==> src/pkg/slf_pkg.sv <==
// Shared constants and carriers for the self-programming lock and fuse access block.
// Assumes a 25 MHz core clock and an Avalon-MM register master on the same clock.
package slf_pkg;
	// Register word offsets (byte addresses, word aligned)
	localparam logic [3:0] SLF_OFF_CTRL = 4'h0;
	localparam logic [3:0] SLF_OFF_PTR = 4'h4;
	localparam logic [3:0] SLF_OFF_DATA = 4'h8;
	localparam logic [3:0] SLF_OFF_EE = 4'hC;

	// Control/status field positions
	localparam int SLF_BIT_EN = 0;
	localparam int SLF_BIT_ERASE = 1;
	localparam int SLF_BIT_WRITE = 2;
	localparam int SLF_BIT_LFSEL = 3;
	localparam int SLF_BIT_RWWRE = 4;
	localparam int SLF_BIT_RWWB = 6;

	// Command patterns on bits 4..0
	localparam logic [4:0] SLF_CMD_LOCK = 5'h09;
	localparam logic [4:0] SLF_CMD_RWWRE = 5'h11;
	localparam logic [4:0] SLF_CMD_ERASE = 5'h03;
	localparam logic [4:0] SLF_CMD_WRITE = 5'h05;

	// Pointer selections for lock/fuse reads
	localparam logic [15:0] SLF_PTR_FLB = 16'h0000;
	localparam logic [15:0] SLF_PTR_LOCK = 16'h0001;
	localparam logic [15:0] SLF_PTR_EFB = 16'h0002;
	localparam logic [15:0] SLF_PTR_FHB = 16'h0003;

	// Reset values: lock and extended fuse bits unprogrammed (all ones)
	localparam logic [7:0] SLF_RST_LOCK = 8'hFF;
	localparam logic [7:0] SLF_RST_FUSE_LOW = 8'h62;
	localparam logic [7:0] SLF_RST_FUSE_HIGH = 8'h99;
	localparam logic [7:0] SLF_RST_EXT_FUSE = 8'hFF;
	localparam logic [7:0] SLF_EXT_MASK = 8'h0F;

	// Timed windows after the control write
	localparam logic [2:0] SLF_WIN_LOAD = 3'h3;
	localparam logic [2:0] SLF_WIN_STORE = 3'h4;

	// Programming time, timed in core clock (mclk) cycles
	localparam int SLF_CLK_HZ = 25_000_000;
	localparam int SLF_PROG_MIN_US = 3700;
	localparam int SLF_PROG_MAX_US = 4500;
	localparam int SLF_PROG_CYC = (SLF_CLK_HZ / 1000 * SLF_PROG_MIN_US + 999) / 1000;

	// Core instruction strobe group
	typedef struct packed {
		logic store;
		logic load;
		logic [15:0] ptr;
		logic [7:0] r0;
	} slf_core_req_t;

	// Answer to a load instruction
	typedef struct packed {
		logic valid;
		logic fuse_path;
		logic [7:0] data;
	} slf_core_rsp_t;

	typedef enum logic [1:0] {
		SLF_IDLE,
		SLF_ARMED,
		SLF_PROG
	} slf_state_t;
endpackage

==> src/hw/slf_lock_fuse.sv <==
// Lock-bit programming and fuse/lock readback for the flash self-programming unit.
// Assumes the core raises store/load strobes for one cycle; the programming timer
// counts mclk cycles.
//
// Chosen here: the placing of the registers and register access over Avalon-MM.
`timescale 1ns/1ns
module slf_lock_fuse
	import slf_pkg::*;
#(
	parameter int PROG_CYC = SLF_PROG_CYC
) (
	input wire logic mclk,
	input wire logic resetn,
	// Avalon-MM slave
	input wire logic [3:0] avs_address,
	input wire logic avs_read,
	input wire logic avs_write,
	input wire logic [31:0] avs_writedata,
	input wire logic [3:0] avs_byteenable,
	output logic [31:0] avs_readdata,
	output logic avs_waitrequest,
	output logic avs_response_err,
	// Core instruction port
	input wire slf_core_req_t core_req,
	input wire logic [7:0] pmem_byte,
	output slf_core_rsp_t core_rsp,
	// EEPROM engine status
	input wire logic eeprom_write_busy,
	// Fuse values from the nonvolatile array
	input wire logic [7:0] fuse_low_byte,
	input wire logic [7:0] fuse_high_byte,
	input wire logic [7:0] extended_fuse_byte,
	output logic [7:0] lock_byte,
	output logic flash_stall,
	output logic prog_active
);

	slf_state_t state;
	logic [2:0] win_cnt;
	logic [4:0] cmd;
	logic rww_busy;
	logic [15:0] ptr_reg;
	logic [7:0] data_reg;
	logic [31:0] prog_cnt;
	logic lock_pending;
	logic [3:0] boot_lock_new;
	logic ack;
	logic ctrl_wr;
	logic rww_wr;
	logic armed_cmd;
	logic prog_done;

	// Single-cycle answer: waitrequest drops the cycle after a request
	always_ff @(posedge mclk or negedge resetn) begin
		if (!resetn) begin
			ack <= 1'b0;
		end else begin
			ack <= (avs_read || avs_write) && !ack;
		end
	end
	assign avs_waitrequest = (avs_read || avs_write) && !ack;

	// Write decode; EEPROM busy refuses programming commands
	assign ctrl_wr = avs_write && ack && avs_address == SLF_OFF_CTRL && avs_byteenable[0];
	assign rww_wr = ctrl_wr && avs_writedata[4:0] == SLF_CMD_RWWRE;
	assign armed_cmd = ctrl_wr && avs_writedata[SLF_BIT_EN] && !eeprom_write_busy;

	// Pointer and data holding registers
	always_ff @(posedge mclk or negedge resetn) begin
		if (!resetn) begin
			ptr_reg <= 16'h0000;
			data_reg <= 8'hFF;
		end else if (avs_write && ack) begin
			if (avs_address == SLF_OFF_PTR) begin
				ptr_reg <= avs_writedata[15:0];
			end
			if (avs_address == SLF_OFF_DATA && avs_byteenable[0]) begin
				data_reg <= avs_writedata[7:0];
			end
		end
	end

	// Timed sequence and programming state
	always_ff @(posedge mclk or negedge resetn) begin
		if (!resetn) begin
			state <= SLF_IDLE;
			cmd <= 5'h00;
			win_cnt <= 3'h0;
		end else begin
			case (state)
				SLF_IDLE: begin
					if (armed_cmd && !rww_wr) begin
						state <= SLF_ARMED;
						cmd <= avs_writedata[4:0];
						win_cnt <= 3'h0;
					end
				end
				SLF_ARMED: begin
					win_cnt <= win_cnt + 3'h1;
					if (core_req.store && cmd != 5'h01) begin
						state <= SLF_PROG;
					end else if (core_req.load && cmd == SLF_CMD_LOCK) begin
						state <= SLF_IDLE; // Read done, self-clear
					end else if (win_cnt >= SLF_WIN_STORE - 3'h1) begin
						state <= SLF_IDLE; // Window lapsed
					end else if (cmd == SLF_CMD_LOCK && !core_req.store
						&& win_cnt >= SLF_WIN_LOAD - 3'h1 && !core_req.load) begin
						state <= SLF_IDLE; // No load within three cycles
					end
				end
				SLF_PROG: begin
					if (prog_done) begin
						state <= SLF_IDLE;
					end
				end
				default: state <= SLF_IDLE;
			endcase
		end
	end
	assign prog_active = state == SLF_PROG;

	// Programming timer; resetn clears it and returns state to SLF_IDLE, so a reset stops
	// a running write mid-pulse; outside SLF_PROG it is held at zero
	always_ff @(posedge mclk or negedge resetn) begin
		if (!resetn) begin
			prog_cnt <= 32'h0000_0000;
		end else if (state == SLF_PROG) begin
			prog_cnt <= prog_cnt + 32'h0000_0001;
		end else begin
			prog_cnt <= 32'h0000_0000;
		end
	end
	assign prog_done = prog_cnt >= 32'(PROG_CYC - 1);

	// Lock write latches only boot lock bits; ptr ignored
	assign boot_lock_new = lock_byte[5:2] & data_reg[5:2];
	always_ff @(posedge mclk or negedge resetn) begin
		if (!resetn) begin
			lock_pending <= 1'b0;
		end else if (state == SLF_ARMED && core_req.store && cmd == SLF_CMD_LOCK) begin
			lock_pending <= 1'b1;
		end else if (prog_done) begin
			lock_pending <= 1'b0;
		end
	end
	always_ff @(posedge mclk or negedge resetn) begin
		if (!resetn) begin
			lock_byte <= SLF_RST_LOCK;
		end else if (lock_pending && prog_done) begin
			lock_byte <= {lock_byte[7:6], boot_lock_new, lock_byte[1:0]};
		end
	end

	// Lock bits never stall fetch; page ops to the rww area set busy
	assign flash_stall = 1'b0;
	always_ff @(posedge mclk or negedge resetn) begin
		if (!resetn) begin
			rww_busy <= 1'b0;
		end else if (state == SLF_ARMED && core_req.store
			&& (cmd == SLF_CMD_ERASE || cmd == SLF_CMD_WRITE)) begin
			rww_busy <= 1'b1;
		end else if (rww_wr && state != SLF_PROG) begin
			rww_busy <= 1'b0;
		end
	end

	// Load answer: fuse path while armed for lock/fuse, else normal byte
	always_ff @(posedge mclk or negedge resetn) begin
		if (!resetn) begin
			core_rsp <= '0;
		end else begin
			core_rsp.valid <= core_req.load;
			core_rsp.fuse_path <= 1'b0;
			core_rsp.data <= pmem_byte;
			if (core_req.load && state == SLF_ARMED && cmd == SLF_CMD_LOCK) begin
				core_rsp.fuse_path <= 1'b1;
				// Raw nonvolatile levels: programmed is 0; extended fuse bits 7..4 read as 1
				case (core_req.ptr)
					SLF_PTR_LOCK: core_rsp.data <= lock_byte;
					SLF_PTR_FLB: core_rsp.data <= fuse_low_byte;
					SLF_PTR_FHB: core_rsp.data <= fuse_high_byte;
					SLF_PTR_EFB: core_rsp.data <= extended_fuse_byte | ~SLF_EXT_MASK;
					default: core_rsp.data <= 8'hFF;
				endcase
			end
		end
	end

	// Register read mux; unmapped reads return zero with error flag
	always_ff @(posedge mclk or negedge resetn) begin
		if (!resetn) begin
			avs_readdata <= 32'h0000_0000;
			avs_response_err <= 1'b0;
		end else if (avs_read && !ack) begin
			avs_response_err <= 1'b0;
			case (avs_address)
				SLF_OFF_CTRL: avs_readdata <= {24'h00_0000, 1'b0, rww_busy, 1'b0,
					(state == SLF_ARMED) ? cmd : ((state == SLF_PROG) ? cmd : 5'h00)};
				SLF_OFF_PTR: avs_readdata <= {16'h0000, ptr_reg};
				SLF_OFF_DATA: avs_readdata <= {24'h00_0000, data_reg};
				SLF_OFF_EE: avs_readdata <= {31'h0000_0000, eeprom_write_busy};
				default: begin
					avs_readdata <= 32'h0000_0000;
					avs_response_err <= 1'b1;
				end
			endcase
		end
	end

endmodule // slf_lock_fuse

==> config.mk <==
export PLATFORM = sky130hd
export DESIGN_NAME = slf_lock_fuse
export DESIGN_NICKNAME = d
export VERILOG_FILES = /design/src/pkg/slf_pkg.sv /design/src/hw/slf_lock_fuse.sv
export SDC_FILE = /design/constraint.sdc
export NUM_CORES = 1
export LEC_CHECK = 0
export ABC_AREA = 0
export BUFFER_PORTS_ARGS = -buffer_cell sky130_fd_sc_hd__buf_2
export CAP_MARGIN = 40
export CORE_ASPECT_RATIO = 0.9
export CORE_MARGIN = 10
export CORE_UTILIZATION = 43
export DETAILED_ROUTE_END_ITERATION = 7
export HOLD_SLACK_MARGIN = 0.08
export PLACE_DENSITY = 0.69
export SYNTH_ARGS = -nofsm -noshare
export SYNTH_HDL_FRONTEND = slang
export SYNTH_SLANG_ARGS = --single-unit
==> constraint.sdc <==
create_clock -name mclk -period 3.75 [get_ports mclk]
set_input_delay 0.5625 -clock mclk [delete_from_list [all_inputs] [get_ports mclk]]
set_output_delay 0.5625 -clock mclk [all_outputs]
set_load 0.005 [all_outputs]
==> flow_summary.toml <==
[status]
status = "finished, final reports clean"

[global_routing]
grt_usage_pct = 15.0
grt_pass1_vias = 4066
gr-total-overflow = 0
grt_max_degree = 46
grt_pass1_wl_microns = 20400
antenna_found_initial = 1

[timing]
tns_ns = 0
drv_slew = 0
worst_slack_ns = 1.64
finalClockSkew_ns = 0.00770
hold_viol = 0
min_period_ns = 2.11
hold_ws_ns = 0.222
setup_viol = 0
max_freq_mhz = 474
rsz0062_at_grt = "false"
worstMarginPinSlew_ns = 0.830
max_slew_margin_pct = 44.3
period_share_pct = 56.3

[route]
drcViolationCount = 0
firstDrtPassIters = 4
vias_per_cell = 5.47
wl_per_cell_microns = 17.0
final_antenna_net_count = 0
num_vias = 3971
wl_microns = 12300
drt_iter0_markers = 249

[synthesis]
synthArstFlopShare_pct = 100
synth_edf_count = 0
syn_area_sq_um = 4940
synth_cell_types = 57
ys_warn_count = 0
synth-seq-cells = 100
yosysSeqAreaShare_pct = 51.0
netlist_instances = 472
ys.flop_type = "dfrtp_1"
syn_avg_cell_area_sq_um = 10.5

[finish]
drive_gt1_share_pct = 31.8
diodes = 0
multi_input_area_sq_um = 2180
finalNonFillerCells = 726
fin_util_pct = 51.7
largest_register_ffs = 32
fillers = 1015
final_nets = 672
seqCellArea_sq_um = 2520
final_cell_area_sq_um = 5860
area_growth_pct = 18.7

[clocking]
clock_path_buffers = 2
cts.repair.resized = 0
cts_root_buffer = "clkbuf_16"
cts_tree = "built"
cts_hold_repair.buffers = 0
cts-buffers-inserted = 9
htree_levels = 3
post_cts_buffers = 0
clock_latency_ns = 0.34
clk_pin_slew_ns = 0.07
cts_sinks = 100

[floorplan]
start_util_pct = 43.5
die_w_microns = 133
die_h_microns = 122
fp-row-count = 37
pin_count = 157
die_area_sq_um = 16200
coreArea_sq_um = 11300

[critical_path]
crit_type = "flip-flop to primary output"
critPathRequiredTime_ns = 3.19
crit_arrival_ns = 1.55
cp_max_fo = 16
end_kind = "primary output"
crit_path_start_kind = "flip-flop"

[pwr]
powerDensity_nw_per_um2 = 415
p_leak_nw = 2.72
peakVddDrop_uv = 219
power_mw = 2.43

[worst_hold_path]
worstHoldPathType = "input port to async pin"

[placed_design]
placed_cells = 709
hpwl_microns = 9230
dp_slack_ns = 1.33
place.gp.congestion = 0.836
io_buffers = 104
postPlaceCellArea_sq_um = 5500

[flow_run]
maxCapViolCount = 0
-- layer usage --
layer	up-vias	routed length (microns)	GRT usage, %
li1	1861	-	-
met1	1971	5470	18.6
met2	124	6000	25.5
met3	13	704	3.83
met4	2	150	4.53
met5	-	7	0
-- cells in the mapped netlist, types with 9 or more instances --
| library cell | count | area share (%) |
|---|---|---|
| a21oi_1 | 15 | 1.5 |
| nand4_1 | 15 | 1.9 |
| mux2_2 | 30 | 6.8 |
| buf_4 | 22 | 3.3 |
| dfrtp_1 | 88 | 45 |
| dfstp_2 | 12 | 6.4 |
| nand3_1 | 9 | 0.91 |
| nor2_1 | 28 | 2.1 |
| nand2_1 | 55 | 4.2 |
| clkbuf_1 | 15 | 1.1 |
| o21ai_0 | 33 | 3.3 |
-- layout by cell type (no fill, tap or decap), types with 3 or more instances in the layout --
| cell type | instances |
|---|---|
| or4_1 | 5 |
| or3_1 | 7 |
| nand2_1 | 55 |
| nor3_1 | 4 |
| o22ai_1 | 8 |
| mux2_2 | 30 |
| nand2b_1 | 6 |
| buf_2 | 103 |
| ha_1 | 4 |
| a21oi_1 | 15 |
| buf_4 | 4 |
| and3_1 | 3 |
| o22a_1 | 4 |
| nand3_1 | 9 |
| clkbuf_16 | 9 |
| nor2_1 | 28 |
| and2_1 | 3 |
| o21ai_0 | 33 |
| o31ai_1 | 5 |
| nor4_1 | 8 |
| a31oi_1 | 4 |
| and4_1 | 8 |
| conb_1 | 21 |
| a222oi_1 | 4 |
| or4b_2 | 3 |
| nand4_1 | 15 |
| o41ai_1 | 3 |
| o311ai_0 | 3 |
| or2_2 | 3 |
| dfrtp_1 | 88 |
| inv_1 | 7 |
| dfstp_2 | 12 |
| xor2_1 | 8 |
| xnor2_1 | 6 |
| bufinv_16 | 3 |
| a21boi_0 | 3 |
| mux2i_1 | 5 |
-- cell type report --
cell class / instances / share of cell area [%]
Inverter: 9 / 0.576
Clock inverter: 6 / 1.86
Sequential cell: 100 / 42.9
Timing Repair Buffer: 109 / 10.0
Clock buffer: 10 / 4.08
Multi-Input combinational cell: 336 / 37.2
Tap cell: 156 / 3.33
-- logic make-up (layout without fill, tap and decap cells) --
family          Yosys count  after routing  synth area share (%)
compound gates           95             95                  12.5
xor+xnor                 14             14                  2.48
fa+ha+maj                 4              4                  1.01
buf+inv                  55            134                  6.28
flops                   100            100                  51.0
mux                      37             37                  8.77
other cells               2             21                 0.152
simple gates            165            165                  17.8
-- final timing paths --
kind	from	end	slack, ns	cells past startpoint
min	resetn	prog_cnt[0]	0.22	1
min reg2reg	avs_readdata[13]	avs_readdata[13]	0.48	2
min in group mclk	core_req[24]	core_rsp[9]	0.37	1
max reg2reg	prog_cnt[0]	prog_cnt[28]	1.72	5
max in group asynchronous	resetn	data_reg[4]	2.57	3
max	state[0]	prog_active	1.64	3
-- power breakdown --
part	internal, mW	switching [mW]
Combinational	0.0975	0.0930
Sequential	1.15	0.0331
Clock	0.670	0.393
-- worst max-delay path, stage by stage, from the launching register on --
cell and delay [ns]:
dfrtp_1 0.40, nand2b_1 0.16, inv_1 0.42, buf_2 0.22
No activity file was read; power rests on OpenSTA's default activity.
